**src/rtl/fhc_consts.vh**
```
// Timing and layout constants for the parallel flash host controller
`ifndef FHC_CONSTS_VH
`define FHC_CONSTS_VH

// ****************************************
// Clock
// ****************************************
`define FHC_CLK_PERIOD_NS   100

// ****************************************
// Device timing in ns
// ****************************************
`define FHC_ADDRESS_ACCESS_TIME_NS  70
`define FHC_WE_LOW_NS               35
`define FHC_WE_HIGH_NS              30
`define FHC_RESET_PULSE_MIN_NS      500
`define FHC_RESET_RECOVERY_TIME_NS  50
`define FHC_READY_BUSY_NS           20000
`define FHC_READY_IDLE_NS           500

// ****************************************
// Derived cycle counts
// ****************************************
// Least times round up
`define FHC_CYC_UP(t) (((t) + `FHC_CLK_PERIOD_NS - 1) / `FHC_CLK_PERIOD_NS)
// Longest times round down, never below one cycle
`define FHC_CYC_DN(t) (((t) < `FHC_CLK_PERIOD_NS) ? 1 : \
                       ((t) / `FHC_CLK_PERIOD_NS))
`define FHC_CYC_ACC       `FHC_CYC_UP(`FHC_ADDRESS_ACCESS_TIME_NS)
`define FHC_CYC_WE_LOW    `FHC_CYC_UP(`FHC_WE_LOW_NS)
`define FHC_CYC_WE_HIGH   `FHC_CYC_UP(`FHC_WE_HIGH_NS)
`define FHC_CYC_RST_PULSE `FHC_CYC_UP(`FHC_RESET_PULSE_MIN_NS)
`define FHC_CYC_RST_RECOV `FHC_CYC_UP(`FHC_RESET_RECOVERY_TIME_NS)
`define FHC_CYC_RDY_BUSY  `FHC_CYC_UP(`FHC_READY_BUSY_NS)
`define FHC_CYC_RDY_IDLE  `FHC_CYC_UP(`FHC_READY_IDLE_NS)
`define FHC_SYNC_STAGES   2

// ****************************************
// Bus layout
// ****************************************
`define FHC_ADDR_W        20
`define FHC_DATA_W        16
`define FHC_OE_WORD       16'hffff
`define FHC_OE_BYTE_WR    16'h80ff
`define FHC_OE_BYTE_RD    16'h8000

`endif

```
**src/rtl/fhc_top_unused_placeholder_never.v**
```verilog
`timescale 1ns/1ps

```
**src/rtl/fhc_sync.v**
```verilog
// Two-flop synchroniser for pin inputs
`timescale 1ns/1ps
module fhc_sync #(
  parameter W = 1
) (
  input  wire         clk_i,
  input  wire         nrst_i,
  input  wire [W-1:0] d_i,
  input  wire [W-1:0] rst_val_i,
  output wire [W-1:0] q_o
);
  reg [W-1:0] meta_ff;
  reg [W-1:0] sync_ff;

  // First stage feeds only the second stage
  always @(posedge clk_i) begin
    if (!nrst_i) begin
      meta_ff <= rst_val_i;
      sync_ff <= rst_val_i;
    end else begin
      meta_ff <= d_i;
      sync_ff <= meta_ff;
    end
  end

  assign q_o = sync_ff;
endmodule

```
**src/rtl/fhc_top.v**
```verilog
// Host-side controller driving an asynchronous parallel flash
`timescale 1ns/1ps
`include "fhc_consts.vh"
module fhc_top (
  input  wire        CLK_I,
  input  wire        NRST_I,
  input  wire        REQ_I,
  input  wire        WR_I,
  input  wire        BYTE_MODE_I,
  input  wire [20:0] ADDR_I,
  input  wire [15:0] WDATA_I,
  input  wire        RST_REQ_I,
  input  wire [15:0] DQ_I,
  input  wire        READY_BUSY_N_I,
  output reg         READY_O,
  output reg         DONE_O,
  output reg  [15:0] RDATA_O,
  output reg         BUSY_O,
  output reg         ABORTED_O,
  output reg         CE_N_O,
  output reg         OE_N_O,
  output reg         WE_N_O,
  output reg         BYTE_N_O,
  output reg         RESET_N_O,
  output reg  [19:0] ADDR_O,
  output reg  [15:0] DQ_O,
  output reg  [15:0] DQ_OE_O
);
  // ****************************************
  // States and counts
  // ****************************************
  localparam [7:0] ST_RST_LOW  = 8'h01;
  localparam [7:0] ST_RST_WAIT = 8'h02;
  localparam [7:0] ST_RECOV    = 8'h04;
  localparam [7:0] ST_IDLE     = 8'h08;
  localparam [7:0] ST_RD       = 8'h10;
  localparam [7:0] ST_WR       = 8'h20;
  localparam [7:0] ST_WR_HOLD  = 8'h40;

  // Counts follow the timing macros, so another speed grade is one edit
  localparam integer CYC_RD_N    = `FHC_CYC_ACC + `FHC_SYNC_STAGES;
  localparam integer CYC_WE_LO_N = `FHC_CYC_WE_LOW;
  localparam integer CYC_WE_HI_N = `FHC_CYC_WE_HIGH;
  localparam integer CYC_RP_N    = `FHC_CYC_RST_PULSE;
  localparam integer CYC_RH_N    = `FHC_CYC_RST_RECOV;
  localparam integer CYC_RDY_B_N = `FHC_CYC_RDY_BUSY;
  localparam integer CYC_RDY_I_N = `FHC_CYC_RDY_IDLE;

  localparam [15:0] CYC_RD     = CYC_RD_N[15:0];
  localparam [15:0] CYC_WE_LO  = CYC_WE_LO_N[15:0];
  localparam [15:0] CYC_WE_HI  = CYC_WE_HI_N[15:0];
  localparam [15:0] CYC_RP     = CYC_RP_N[15:0];
  localparam [15:0] CYC_RH     = CYC_RH_N[15:0];
  localparam [15:0] CYC_RDY_B  = CYC_RDY_B_N[15:0];
  localparam [15:0] CYC_RDY_I  = CYC_RDY_I_N[15:0];

  reg  [7:0]  state_ff;
  reg  [15:0] cnt_ff;
  wire [16:0] sync_q;
  wire [15:0] dq_s;
  wire        rb_s;
  wire        cnt_done;

  // ****************************************
  // Pin synchronisers
  // ****************************************
  // Ready pin resets as ready, so no false busy follows reset
  fhc_sync #(
    .W (17)
  ) u_sync (
    .clk_i     (CLK_I),
    .nrst_i    (NRST_I),
    .d_i       ({READY_BUSY_N_I, DQ_I}),
    .rst_val_i (17'h10000),
    .q_o       (sync_q)
  );
  assign dq_s     = sync_q[15:0];
  assign rb_s     = sync_q[16];
  assign cnt_done = (cnt_ff == 16'h0000);

  // ****************************************
  // Bus placement
  // ****************************************
  // Byte addresses shift down one; bit 0 leaves on data pin 15
  function [19:0] pin_addr;
    input        byte_mode;
    input [20:0] addr;
    begin
      if (byte_mode) begin
        pin_addr = addr[20:1];
      end else begin
        pin_addr = addr[19:0];
      end
    end
  endfunction

  // Byte reads keep the low lane only; pins 14 to 8 float, pin 15 carries the address LSB
  function [15:0] rd_lane;
    input        word_cfg;
    input [15:0] dq;
    begin
      if (word_cfg) begin
        rd_lane = dq;
      end else begin
        rd_lane = {8'h00, dq[7:0]};
      end
    end
  endfunction

  // ****************************************
  // Sequencer
  // ****************************************
  // Power-up starts with a device reset pulse so array-read is known
  always @(posedge CLK_I) begin
    if (!NRST_I) begin
      state_ff  <= ST_RST_LOW;
      cnt_ff    <= CYC_RP;
      READY_O   <= 1'b0;
      DONE_O    <= 1'b0;
      RDATA_O   <= 16'h0000;
      BUSY_O    <= 1'b0;
      ABORTED_O <= 1'b0;
      CE_N_O    <= 1'b1;
      OE_N_O    <= 1'b1;
      WE_N_O    <= 1'b1;
      BYTE_N_O  <= 1'b1;
      RESET_N_O <= 1'b0;
      ADDR_O    <= 20'h00000;
      DQ_O      <= 16'h0000;
      DQ_OE_O   <= 16'h0000;
    end else begin
      DONE_O <= 1'b0;
      BUSY_O <= ~rb_s;
      case (state_ff)
        ST_RST_LOW: begin
          // Held for the minimum pulse width, all else released
          if (cnt_done) begin
            RESET_N_O <= 1'b1;
            cnt_ff    <= ABORTED_O ? CYC_RDY_B : CYC_RDY_I;
            state_ff  <= ST_RST_WAIT;
          end else begin
            cnt_ff <= cnt_ff - 16'h0001;
          end
        end
        ST_RST_WAIT: begin
          // Busy case may finish early once ready_busy_n rises
          if (cnt_done || (ABORTED_O && rb_s)) begin
            cnt_ff   <= CYC_RH;
            state_ff <= ST_RECOV;
          end else begin
            cnt_ff <= cnt_ff - 16'h0001;
          end
        end
        ST_RECOV: begin
          if (cnt_done) begin
            READY_O  <= 1'b1;
            state_ff <= ST_IDLE;
          end else begin
            cnt_ff <= cnt_ff - 16'h0001;
          end
        end
        ST_IDLE: begin
          // CE high here keeps the device in standby
          if (RST_REQ_I) begin
            READY_O   <= 1'b0;
            RESET_N_O <= 1'b0;
            // Same view of busy as BUSY_O, so software sees one story
            ABORTED_O <= BUSY_O;
            cnt_ff    <= CYC_RP;
            state_ff  <= ST_RST_LOW;
          end else if (REQ_I) begin
            READY_O  <= 1'b0;
            CE_N_O   <= 1'b0;
            BYTE_N_O <= ~BYTE_MODE_I;
            ADDR_O   <= pin_addr(BYTE_MODE_I, ADDR_I);
            if (WR_I) begin
              WE_N_O <= 1'b0;
              if (BYTE_MODE_I) begin
                DQ_O    <= {ADDR_I[0], 7'h00, WDATA_I[7:0]};
                DQ_OE_O <= `FHC_OE_BYTE_WR;
              end else begin
                DQ_O    <= WDATA_I;
                DQ_OE_O <= `FHC_OE_WORD;
              end
              cnt_ff   <= CYC_WE_LO;
              state_ff <= ST_WR;
            end else begin
              OE_N_O <= 1'b0;
              // Byte mode still drives the LSB address on pin 15
              DQ_O    <= {ADDR_I[0], 15'h0000};
              DQ_OE_O <= BYTE_MODE_I ? `FHC_OE_BYTE_RD : 16'h0000;
              cnt_ff   <= CYC_RD;
              state_ff <= ST_RD;
            end
          end
        end
        ST_RD: begin
          // Wait covers access time plus synchroniser latency
          if (cnt_done) begin
            RDATA_O  <= rd_lane(BYTE_N_O, dq_s);
            CE_N_O   <= 1'b1;
            OE_N_O   <= 1'b1;
            DQ_OE_O  <= 16'h0000;
            DONE_O   <= 1'b1;
            READY_O  <= 1'b1;
            state_ff <= ST_IDLE;
          end else begin
            cnt_ff <= cnt_ff - 16'h0001;
          end
        end
        ST_WR: begin
          if (cnt_done) begin
            WE_N_O   <= 1'b1;
            cnt_ff   <= CYC_WE_HI;
            state_ff <= ST_WR_HOLD;
          end else begin
            cnt_ff <= cnt_ff - 16'h0001;
          end
        end
        ST_WR_HOLD: begin
          // Data held past the rising write edge
          if (cnt_done) begin
            CE_N_O   <= 1'b1;
            DQ_OE_O  <= 16'h0000;
            DONE_O   <= 1'b1;
            READY_O  <= 1'b1;
            state_ff <= ST_IDLE;
          end else begin
            cnt_ff <= cnt_ff - 16'h0001;
          end
        end
        default: begin
          state_ff <= ST_RST_LOW;
          cnt_ff   <= CYC_RP;
        end
      endcase
    end
  end
endmodule

```
**config.mk**
```make
export PLATFORM = sky130hd
export DESIGN_NAME = fhc_top
export DESIGN_NICKNAME = d
export VERILOG_FILES = /design/src/rtl/fhc_top_unused_placeholder_never.v /design/src/rtl/fhc_sync.v /design/src/rtl/fhc_top.v
export VERILOG_INCLUDE_DIRS = /design/src /design/src/rtl
export SDC_FILE = /design/constraint.sdc
export NUM_CORES = 1
export LEC_CHECK = 0
export BUFFER_PORTS_ARGS = -buffer_cell sky130_fd_sc_hd__buf_2
export CAP_MARGIN = 10
export CORE_MARGIN = 2
export CORE_UTILIZATION = 45
export CTS_CLUSTER_DIAMETER = 80
export CTS_CLUSTER_SIZE = 8
export DETAILED_ROUTE_END_ITERATION = 8
export GPL_TIMING_DRIVEN = 0
export PLACE_DENSITY = 0.75
export SLEW_MARGIN = 40
export SYNTH_ARGS = -nofsm -noshare
export SYNTH_HDL_FRONTEND = slang
export SYNTH_SLANG_ARGS = --single-unit
```
**constraint.sdc**
```tcl
create_clock -name CLK_I -period 2.1 [get_ports CLK_I]
set_input_delay 0.21 -clock CLK_I [delete_from_list [all_inputs] [get_ports CLK_I]]
set_output_delay 0.21 -clock CLK_I [all_outputs]
set_load 0.02 [all_outputs]
```
==> results of run 1 <==
[layout by cell type, fill, tap and decap left out, drive strengths merged, types with 4 or more instances in the layout]
| cell | Yosys | routed |
|---|---|---|
| nor3 | 9 | 9 |
| o21ai | 15 | 15 |
| a21o | 4 | 4 |
| or3 | 10 | 10 |
| a31oi | 4 | 4 |
| nor4 | 10 | 10 |
| dfxtp | 121 | 121 |
| nor3b | 7 | 7 |
| inv | 2 | 12 |
| a211oi | 24 | 24 |
| clkbuf | 21 | 39 |
| nand2 | 65 | 65 |
| nand3 | 29 | 29 |
| dlygate4sd3 | 0 | 6 |
| and2 | 37 | 37 |
| xnor2 | 4 | 4 |
| nand2b | 4 | 4 |
| a21oi | 52 | 52 |
| nor2 | 44 | 44 |
| buf | 28 | 188 |
| mux2i | 22 | 22 |
[where the power goes]
group / internal [uW] / leakage [uW] / total (uW) / switching (uW)
Sequential: 2430 / 0.000984 / 2560 / 130
Combinational: 857 / 0.00179 / 1850 / 997
Clock: 1790 / 0.000294 / 2960 / 1160
Total: 5080 / 0.00307 / 7370 / 2290
[registers in the layout, indices dropped and copies added, names as in the netlist]
name,flops
BUSY_O,1
DQ_O,16
READY_O,1
BYTE_N_O,1
ABORTED_O,1
OE_N_O,1
DONE_O,1
DQ_OE_O,3
CE_N_O,1
state_ff,7
RDATA_O,16
cnt_ff,16
ADDR_O,20
u_sync.q_o,17
RESET_N_O,1
WE_N_O,1
u_sync.meta_ff,17
[path summary, 6_finish.rpt]
kind / startpoint / to / slack [ns] / cells past startpoint
worst max-delay path: cnt_ff[1] / RDATA_O[14] / -0.06 / 10
worst min-delay path: DQ_I[10] / u_sync.meta_ff[10] / 0.006 / 2
worst max register to register: cnt_ff[1] / RDATA_O[14] / -0.06 / 10
worst min register to register: u_sync.meta_ff[16] / u_sync.q_o[16] / 0.40 / 1
[final cells by class]
| class | count | share of cell area |
|---|---|---|
| Buffer | 49 | 0.0446 |
| Clock buffer | 17 | 0.0586 |
| Clock inverter | 15 | 0.0240 |
| Inverter | 3 | 0.00155 |
| Multi-Input combinational cell | 387 | 0.376 |
| Sequential cell | 121 | 0.335 |
| Tap cell | 140 | 0.0241 |
| Timing Repair Buffer | 167 | 0.137 |
[stage by stage]
| step | TNS [ns] | setup WS [ns] | instances | hold slack (ns) | cell area (um2) |
|---|---|---|---|---|---|
| floorplan | 0 | 0.00361 | 560 | 0.311 | 5120 |
| global placement | -10.24 | -0.413 | 835 | 0.394 | 5970 |
| detailed placement | -13.22 | -0.461 | 835 | 0.396 | 5970 |
| CTS | -0.0551 | -0.0245 | 886 | 0.000218 | 6860 |
| global route | -1.90 | -0.111 | 899 | 0.00878 | 7260 |
| finish | -0.702 | -0.0575 | 899 | 0.00578 | 7260 |
[logic make-up after synthesis]
group	Yosys count	share of synthesized area
xor gates and xnor gates	6	0.0103
AOI/OAI and AO/OA	124	0.162
adders and majority gates	1	0.00245
DFF	121	0.473
buffers and inverters	52	0.0565
muxes	22	0.0430
and+or+nand+nor	234	0.252
[layer usage]
layer	vias to the layer above	global-route usage	part of all wire
li1	2347	-	-
met1	2344	0.276	0.41
met2	217	0.396	0.50
met3	40	0.0576	0.066
met4	0	0.0883	0.018
met5	-	0	0
[what timing repair did]
action / in CTS / in global routing
buffers inserted: 12 / 12
setup endpoints to repair: 77 / 58
gates resized for setup: 32 / 77
pin swaps: 3 / 36
cloned: 1 / 1
hold buffers: 6 / 0
hold endpoints to repair: 6 / 0
==> impl_metrics.csv, run 1 <==
group,metric,value,unit
power,p_leak,0.00307,uW
synthesis,syn-mean-instance-area,9.14,um2
timing,clock.fmax,463,MHz
synthesis,syn_inst,560,
cells_and_area,drive_gt1_frac,0.414,
timing,final_hold_viol_count,0,
synthesis,ys.warnings.count,0,
drt,viasPerCell,5.50,
cts,clkSlewWorstSetupHoldPaths,0.06,ns
synthesis,synth_ff_type,"dfxtp_1",
power,peakVddDrop,0.720,mV
timing,slew_headroom,0.472,
synthesis,synth.area.top_cells,"dfxtp_1, a21oi_1, nand2_1",
timing,tightestPinTransition,0.791,ns
worst_setup_path,worstPathRequired,2.36,ns
place,numPortBuffers,135,
synthesis,synth_edf_count,0,
job,cap_violations,0,
timing,report.final.slew_viol_count,0,
power,powerDensity,1020,mW/mm2
power,power,7370,uW
cells_and_area,multi_input_area,0.00273,mm2
synthesis,seq_area_frac_synth,0.473,
drt,first_iter_violations,362,
cells_and_area,fin_util,0.661,
grt,grt_pass1_wl,23.1,mm
worst_setup_path,crit_chain,"inv_2 > ha_4 > or3b_4 > nand4b_4 > buf_6 > nand3b_1 > buf_6 > buf_8 > nand2_2 > a21oi_2",
cts,cts_inserted_buffers,17,
timing,period_share,1.03,
worst_setup_path,max_stage_delay,0.40,ns
drt,vias,4948,
synthesis,netlist_area,0.00512,mm2
worst_setup_path,criticalPathCategory,"register to register",
timing,final-setup-viol-count,21,
worst_setup_path,crit_buf_inv,4,
die,initial_core_util,0.466,
timing,layout_setup_ws,-0.0575,ns
cts,cts.path.max_buffers,2,
drt,antenna_left,0,
grt,gr-total-overflow,0,
worst_setup_path,cp-start-kind,"register",
grt,antenna_found_initial,0,
grt,grt_max_degree,17,
worst_setup_path,crit_slowest_cell,"or3b_4",
die,core-area,0.0110,mm2
cts,clock_latency,0.41,ns
cells_and_area,register_area,0.00243,mm2
outcome,outcome,"complete, but fails checks",
die,dieArea,0.0122,mm2
drt,dr.pass1.iters,8,
cts,cts.sink_count,121,
die,io-pin-count,137,
die,rows,38,
synthesis,syn_nets,621,
worst_setup_path,path_common_cell,"buf_6",
die,dieHeight,111,um
cells_and_area,area_growth,41.9,%
cells_and_area,diodes,0,
timing,clock_skew,0.00568,ns
worst_setup_path,critical-path-top-delay-family,"simple AND/OR/NAND/NOR gates",
timing,rsz0062_at_grt,"true",
synthesis,yosysTopAreaCell,"dfxtp_1",
synthesis,yosysTopAreaCellShare,0.473,
cts,htree_levels,4,
grt,grt_pass1_vias,4687,
cells_and_area,n_fill_cell,834,
timing,finalCriticalPeriod,2.16,ns
synthesis,synthTopCellsByCount,"dfxtp_1, nand2_1, a21oi_1, nor2_1, and2_1",
synthesis,ys_types,70,
synthesis,async_flop_share,0,
worst_setup_path,endpoint_kind,"register",
worst_hold_path,hp-class,"input port to register",
worst_setup_path,crit_fanout,5,
synthesis,synth_most_common_cell,"dfxtp_1",
place,dp_hpwl,9.77,mm
drt,avgRoutedWirePerCell,16.8,um
drt,drc,0,
grt,grt_use_total,0.230,
cts,root_buffer,"clkbuf_16",
outcome,failed_checks,"negative setup slack",
synthesis,synth-seq-cells,121,
drt,routed_wl,15.1,mm
worst_setup_path,cp.arrival,2.42,ns
cells_and_area,layout.nets,807,
cts,tritoncts,"built",
die,die_w,111,um
place,gp_congestion,0.926,
Note: power is estimated with default switching activity, not from simulation.
==> run 2: changes to the inputs <==
--- a/config.mk
+++ b/config.mk
@@ -15,6 +15,7 @@
 export DETAILED_ROUTE_END_ITERATION = 8
 export GPL_TIMING_DRIVEN = 0
 export PLACE_DENSITY = 0.75
+export SETUP_SLACK_MARGIN = 0.1
 export SLEW_MARGIN = 40
 export SYNTH_ARGS = -nofsm -noshare
 export SYNTH_HDL_FRONTEND = slang
==> constraint.sdc (replaced) <==
create_clock -name CLK_I -period 1.8 [get_ports CLK_I]
set_input_delay 0.18 -clock CLK_I [delete_from_list [all_inputs] [get_ports CLK_I]]
set_output_delay 0.18 -clock CLK_I [all_outputs]
set_load 0.02 [all_outputs]
==> impl_metrics.csv, run 2 (synthesis gave the netlist of run 1 again) <==
group,metric,value,unit
outcome,outcome,"complete, but fails checks",
outcome,failed_checks,"negative setup slack",
worst_setup_path,crit-reg2reg-launch,"cnt_ff[13]",
drt,antenna_left,0,
worst_setup_path,crit_chain,"nor4_1 > nand4b_4 > buf_4 > a21o_1 > a31oi_1 > or3_4 > o21ai_2",
power,powerDensity,1050,mW/mm2
worst_setup_path,rrSetupSlack,-0.71,ns
worst_setup_path,crit_buf_inv,1,
worst_setup_path,r2r_end,"cnt_ff[7]",
cts,htree_levels,4,
timing,clock.fmax,399,MHz
cells_and_area,regMostFlops,"ADDR_O",
die,core-area,0.0110,mm2
grt,grt_use_total,0.293,
cts,tritoncts,"built",
grt,grt_pass1_vias,5530,
place,dp_cells,835,
place,gp_congestion,0.957,
die,dieArea,0.0122,mm2
power,peakVddDrop,0.749,mV
drt,drc,0,
timing,rsz0062_at_grt,"true",
timing,final-setup-viol-count,83,
worst_setup_path,cp-start-kind,"register",
cts,clock_latency,0.43,ns
worst_setup_path,endpoint_kind,"register",
worst_setup_path,critical-path-top-delay-family,"simple AND/OR/NAND/NOR gates",
drt,first_iter_violations,681,
timing,final_hold_viol_count,0,
job,cap_violations,0,
worst_hold_path,holdPathEnd,"DQ_O[11]",
timing,fin_setup_tns,-31.59,ns
timing,tightestPinTransition,0.929,ns
drt,routed_wl,21.6,mm
grt,antenna_found_initial,1,
cells_and_area,layout.nets,884,
timing,period_share,1.39,
cells_and_area,area_growth,69.5,%
cts,cts_inserted_buffers,17,
worst_hold_path,hp-class,"input port to register",
timing,clock_skew,0.0111,ns
grt,gr-total-overflow,0,
cts,cts.sink_count,121,
cells_and_area,register_area,0.00244,mm2
drt,top_layer_used,"met4",
drt,avgRoutedWirePerCell,22.2,um
worst_setup_path,crit_slowest_cell,"nor4_1",
drt,dr_wl_met2,10.6,mm
timing,slew_headroom,0.375,
drt,vias,5889,
cells_and_area,multi_input_area,0.00320,mm2
place,numPortBuffers,135,
cells_and_area,fin_cells,977,
cts,cts.path.max_buffers,2,
worst_hold_path,worstHoldStart,"WDATA_I[11]",
power,power,9150,uW
worst_setup_path,ff2ff_path_depth,7,
drt,viasPerCell,6.03,
grt,grt_pass1_wl,29.1,mm
timing,layout_setup_ws,-0.706,ns
cells_and_area,n_fill_cell,568,
timing,finalCriticalPeriod,2.51,ns
cts,clkSlewWorstSetupHoldPaths,0.06,ns
timing,hold-worst-slack,0.0194,ns
worst_hold_path,holdPathStages,3,
die,io-pin-count,137,
drt,wl_met3,1.86,mm
cells_and_area,largest_register_ffs,20,
die,die_w,111,um
worst_setup_path,criticalPathCategory,"register to register",
cells_and_area,layout_common_cells,"buf_2, dfxtp_1, buf_4",
die,dieHeight,111,um
drt,drt-met1-wl,7.68,mm
worst_setup_path,crit_fanout,6,
drt,dr.pass1.iters,7,
die,rows,38,
power,p_leak,0.00358,uW
place,dp_hpwl,9.94,mm
cells_and_area,drive_gt1_frac,0.554,
worst_setup_path,worstPathRequired,2.11,ns
worst_setup_path,max_stage_delay,0.83,ns
cts,root_buffer,"clkbuf_16",
cells_and_area,final_common_cell,"buf_2",
die,initial_core_util,0.466,
grt,grt_max_degree,17,
worst_setup_path,cp.arrival,2.81,ns
timing,report.final.slew_viol_count,0,
[run 2: worst max-delay path by stage]
stage          startpoint           to  depth (start not counted)
2_1_floorplan   cnt_ff[0]  RDATA_O[12]                          9
3_3_place_gp    cnt_ff[0]   RDATA_O[7]                          9
3_5_place_dp    cnt_ff[0]  RDATA_O[14]                          9
4_1_cts         cnt_ff[0]  RDATA_O[10]                         10
5_1_grt         cnt_ff[4]  RDATA_O[10]                          7
6_report       cnt_ff[13]    cnt_ff[7]                          7
[run 2: power by group]
part           total (uW)  internal, uW  switching, uW  leakage [uW]
clock network        3260          1810           1460      0.000258
logic                2880          1380           1500       0.00234
registers            3000          2830            170      0.000988
[run 2: tightest hold or removal path, cell delays in order]
cell and delay [ns]:
buf_2 0.10, nand3_2 0.05, a21oi_1 0.06
[run 2: cell type report]
type | instances | area share
Antenna cell | 1 | 0.000289
Buffer | 49 | 0.0499
Clock buffer | 17 | 0.0490
Clock inverter | 15 | 0.0150
Inverter | 3 | 0.00130
Multi-Input combinational cell | 387 | 0.369
Sequential cell | 121 | 0.282
Tap cell | 140 | 0.0202
Timing Repair Buffer | 244 | 0.213
[run 2: metrics by stage]
step | instance area (um2) | utilization | worst slack (ns)
floorplan | 5210 | - | -0.198
global placement | 6060 | 0.552 | -0.503
detailed placement | 6060 | 0.552 | -0.515
CTS | 8110 | 0.738 | -0.259
global route | 8670 | 0.790 | -0.681
finish | 8670 | 0.790 | -0.706
[run 2: per-layer routing]
metal | up-vias | GRT usage
li1 | 2489 | -
met2 | 461 | 0.516
met3 | 142 | 0.0642
met1 | 2797 | 0.341
met4 | 0 | 0.133
met5 | - | 0
[run 2: what timing repair did]
item / in CTS / in global routing
hold endpoints to repair: 16 / 1
endpoints found under the setup margin: 85 / 85
hold buffers: 16 / 1
setup buffers: 57 / 32
gates resized for setup: 160 / 99
pin swaps: 92 / 51
cloned: 10 / 1
==> run 3: changes to the inputs <==
--- a/config.mk
+++ b/config.mk
@@ -9,12 +9,12 @@
 export BUFFER_PORTS_ARGS = -buffer_cell sky130_fd_sc_hd__buf_2
 export CAP_MARGIN = 10
 export CORE_MARGIN = 2
-export CORE_UTILIZATION = 45
+export CORE_UTILIZATION = 47
 export CTS_CLUSTER_DIAMETER = 80
 export CTS_CLUSTER_SIZE = 8
 export DETAILED_ROUTE_END_ITERATION = 8
 export GPL_TIMING_DRIVEN = 0
-export PLACE_DENSITY = 0.75
+export PLACE_DENSITY = 0.77
 export SETUP_SLACK_MARGIN = 0.1
 export SLEW_MARGIN = 40
 export SYNTH_ARGS = -nofsm -noshare
==> impl_metrics.csv, run 3 (synthesis gave the netlist of run 1 again) <==
group,metric,value,unit
drt,drc,0,
grt,grt_pass1_vias,5178,
cts,clock_latency,0.55,ns
place,dp_cells,835,
job,cap_violations,0,
worst_setup_path,rrSetupSlack,-0.78,ns
timing,final_hold_viol_count,0,
cells_and_area,fin_cells,980,
grt,antenna_found_initial,2,
timing,clock_skew,0.00962,ns
outcome,failed_checks,"negative setup slack",
grt,gr-total-overflow,0,
drt,dr.pass1.iters,7,
timing,rsz0062_at_grt,"true",
cells_and_area,largest_register_ffs,20,
power,p_sw,2990,uW
cts,tritoncts,"built",
place,place_area,0.00606,mm2
cts,cts_inserted_buffers,17,
worst_setup_path,crit_fanout,10,
worst_setup_path,ff2ff_path_depth,10,
worst_setup_path,crit-reg2reg-launch,"state_ff[6]",
timing,report.final.slew_viol_count,0,
outcome,outcome,"complete, but fails checks",
cells_and_area,layout_common_cells,"buf_2, dfxtp_1, buf_4",
grt,grt_use_total,0.280,
power,powerDensity,1060,mW/mm2
power,p_seq_frac,0.334,
cells_and_area,layout.nets,887,
drt,vias,6199,
drt,first_iter_violations,945,
power,swShare,0.333,
cts,cts.path.max_buffers,2,
timing,final-setup-viol-count,84,
timing,layout_setup_ws,-0.779,ns
cts,root_buffer,"clkbuf_8",
drt,antenna_left,0,
worst_setup_path,criticalPathCategory,"register to register",
worst_setup_path,crit_end,"DQ_O[13]",
worst_setup_path,cp.arrival,3.00,ns
die,io-pin-count,137,
timing,clock.fmax,388,MHz
power,p_int,5990,uW
place,gp_congestion,0.888,
cells_and_area,fin_area,0.00846,mm2
die,initial_core_util,0.476,
cts,cts.sink_count,121,
timing,slew_headroom,0.339,
die,core-area,0.0107,mm2
die,dieHeight,108,um
timing,tightestPinTransition,0.991,ns
cells_and_area,drive_gt1_frac,0.493,
timing,fin_setup_tns,-23.07,ns
cells_and_area,area_growth,65.3,%
power,p_clk_frac,0.360,
cells_and_area,final_common_cell,"buf_2",
power,p_leak,0.00354,uW
drt,avgRoutedWirePerCell,24.8,um
worst_setup_path,r2r_end,"DQ_O[13]",
worst_setup_path,worstPathRequired,2.22,ns
timing,hold-worst-slack,0.00175,ns
grt,grt_max_degree,17,
worst_setup_path,crit_start,"state_ff[6]",
die,rows,38,
grt,grt_pass1_wl,25.3,mm
cts,htree_levels,4,
die,dieArea,0.0117,mm2
cells_and_area,regMostFlops,"ADDR_O",
die,die_w,108,um
worst_hold_path,hp-class,"input port to register",
power,peakVddDrop,0.591,mV
worst_setup_path,cp-start-kind,"register",
drt,routed_wl,24.3,mm
timing,finalCriticalPeriod,2.58,ns
cts,clkSlewWorstSetupHoldPaths,0.07,ns
power,combPwrFrac,0.306,
place,numPortBuffers,135,
place,dp_hpwl,9.92,mm
worst_setup_path,endpoint_kind,"register",
drt,viasPerCell,6.33,
timing,period_share,1.43,
power,power,8980,uW
[run 3: stage by stage]
| stage | worst slack, ns | utilization |
|---|---|---|
| floorplan | -0.198 | - |
| global placement | -0.461 | 0.564 |
| detailed placement | -0.497 | 0.564 |
| CTS | -0.287 | 0.719 |
| global route | -0.862 | 0.787 |
| finish | -0.779 | 0.787 |
[run 3: worst min path at each step]
stage,from,end,slack [ns],cells after the start
after floorplan,READY_BUSY_N_I,u_sync.meta_ff[16],0.28,1
after global placement,READY_BUSY_N_I,u_sync.meta_ff[16],0.37,2
after CTS,ADDR_I[7],ADDR_O[7],0.001,3
after global routing,ADDR_I[20],ADDR_O[19],0.02,3
final,ADDR_I[20],ADDR_O[19],0.002,3
after detailed placement,READY_BUSY_N_I,u_sync.meta_ff[16],0.36,2
[run 3: worst max-delay path, cell delays in order, from the launching register on]
cell,delay (ns)
dfxtp_1,0.33
buf_6,0.16
nor3_4,0.28
buf_6,0.15
nand3_4,0.07
nor3b_4,0.27
buf_6,0.16
buf_16,0.14
buf_8,0.13
nand3_1,0.30
a21oi_1,0.45
[run 3: timing repair]
| item | 4_1_cts | 5_1_grt |
|---|---|---|
| gates cloned | 3 | 5 |
| pin swaps | 52 | 58 |
| hold buffers | 45 | 0 |
| hold endpoints to repair | 44 | 0 |
| setup buffers | 40 | 20 |
| setup endpoints to repair | 85 | 85 |
| gates resized for setup | 76 | 117 |
[run 3: metal layers]
metal	GRT usage	routed length, um	part of all wire	vias to the layer above
met5	0	12	0.00049	-
met4	0.193	2230	0.092	2
met3	0.0747	3060	0.13	256
met2	0.477	10700	0.44	607
met1	0.303	8270	0.34	2828
li1	-	-	-	2506
[run 3: power groups by stage]
stage,registers [uW],clock network [uW],logic [uW]
final,3000,3230,2750
after global routing,3010,3310,2850
after global placement,3020,0,1600
after CTS,2970,3120,2230
after floorplan,3000,0,1270
after detailed placement,3030,0,1620
[run 3: final cells by class]
cell class | instances | area, um2
multi-input cells | 387 | 3030
flip-flops and latches | 121 | 2440
fillers | 507 | 2290
repair buffers | 247 | 1840
clock buffers | 18 | 418
plain buffers | 49 | 414
well taps | 140 | 175
clock inverters | 14 | 124
inverters | 3 | 11.3
diodes | 1 | 2.50
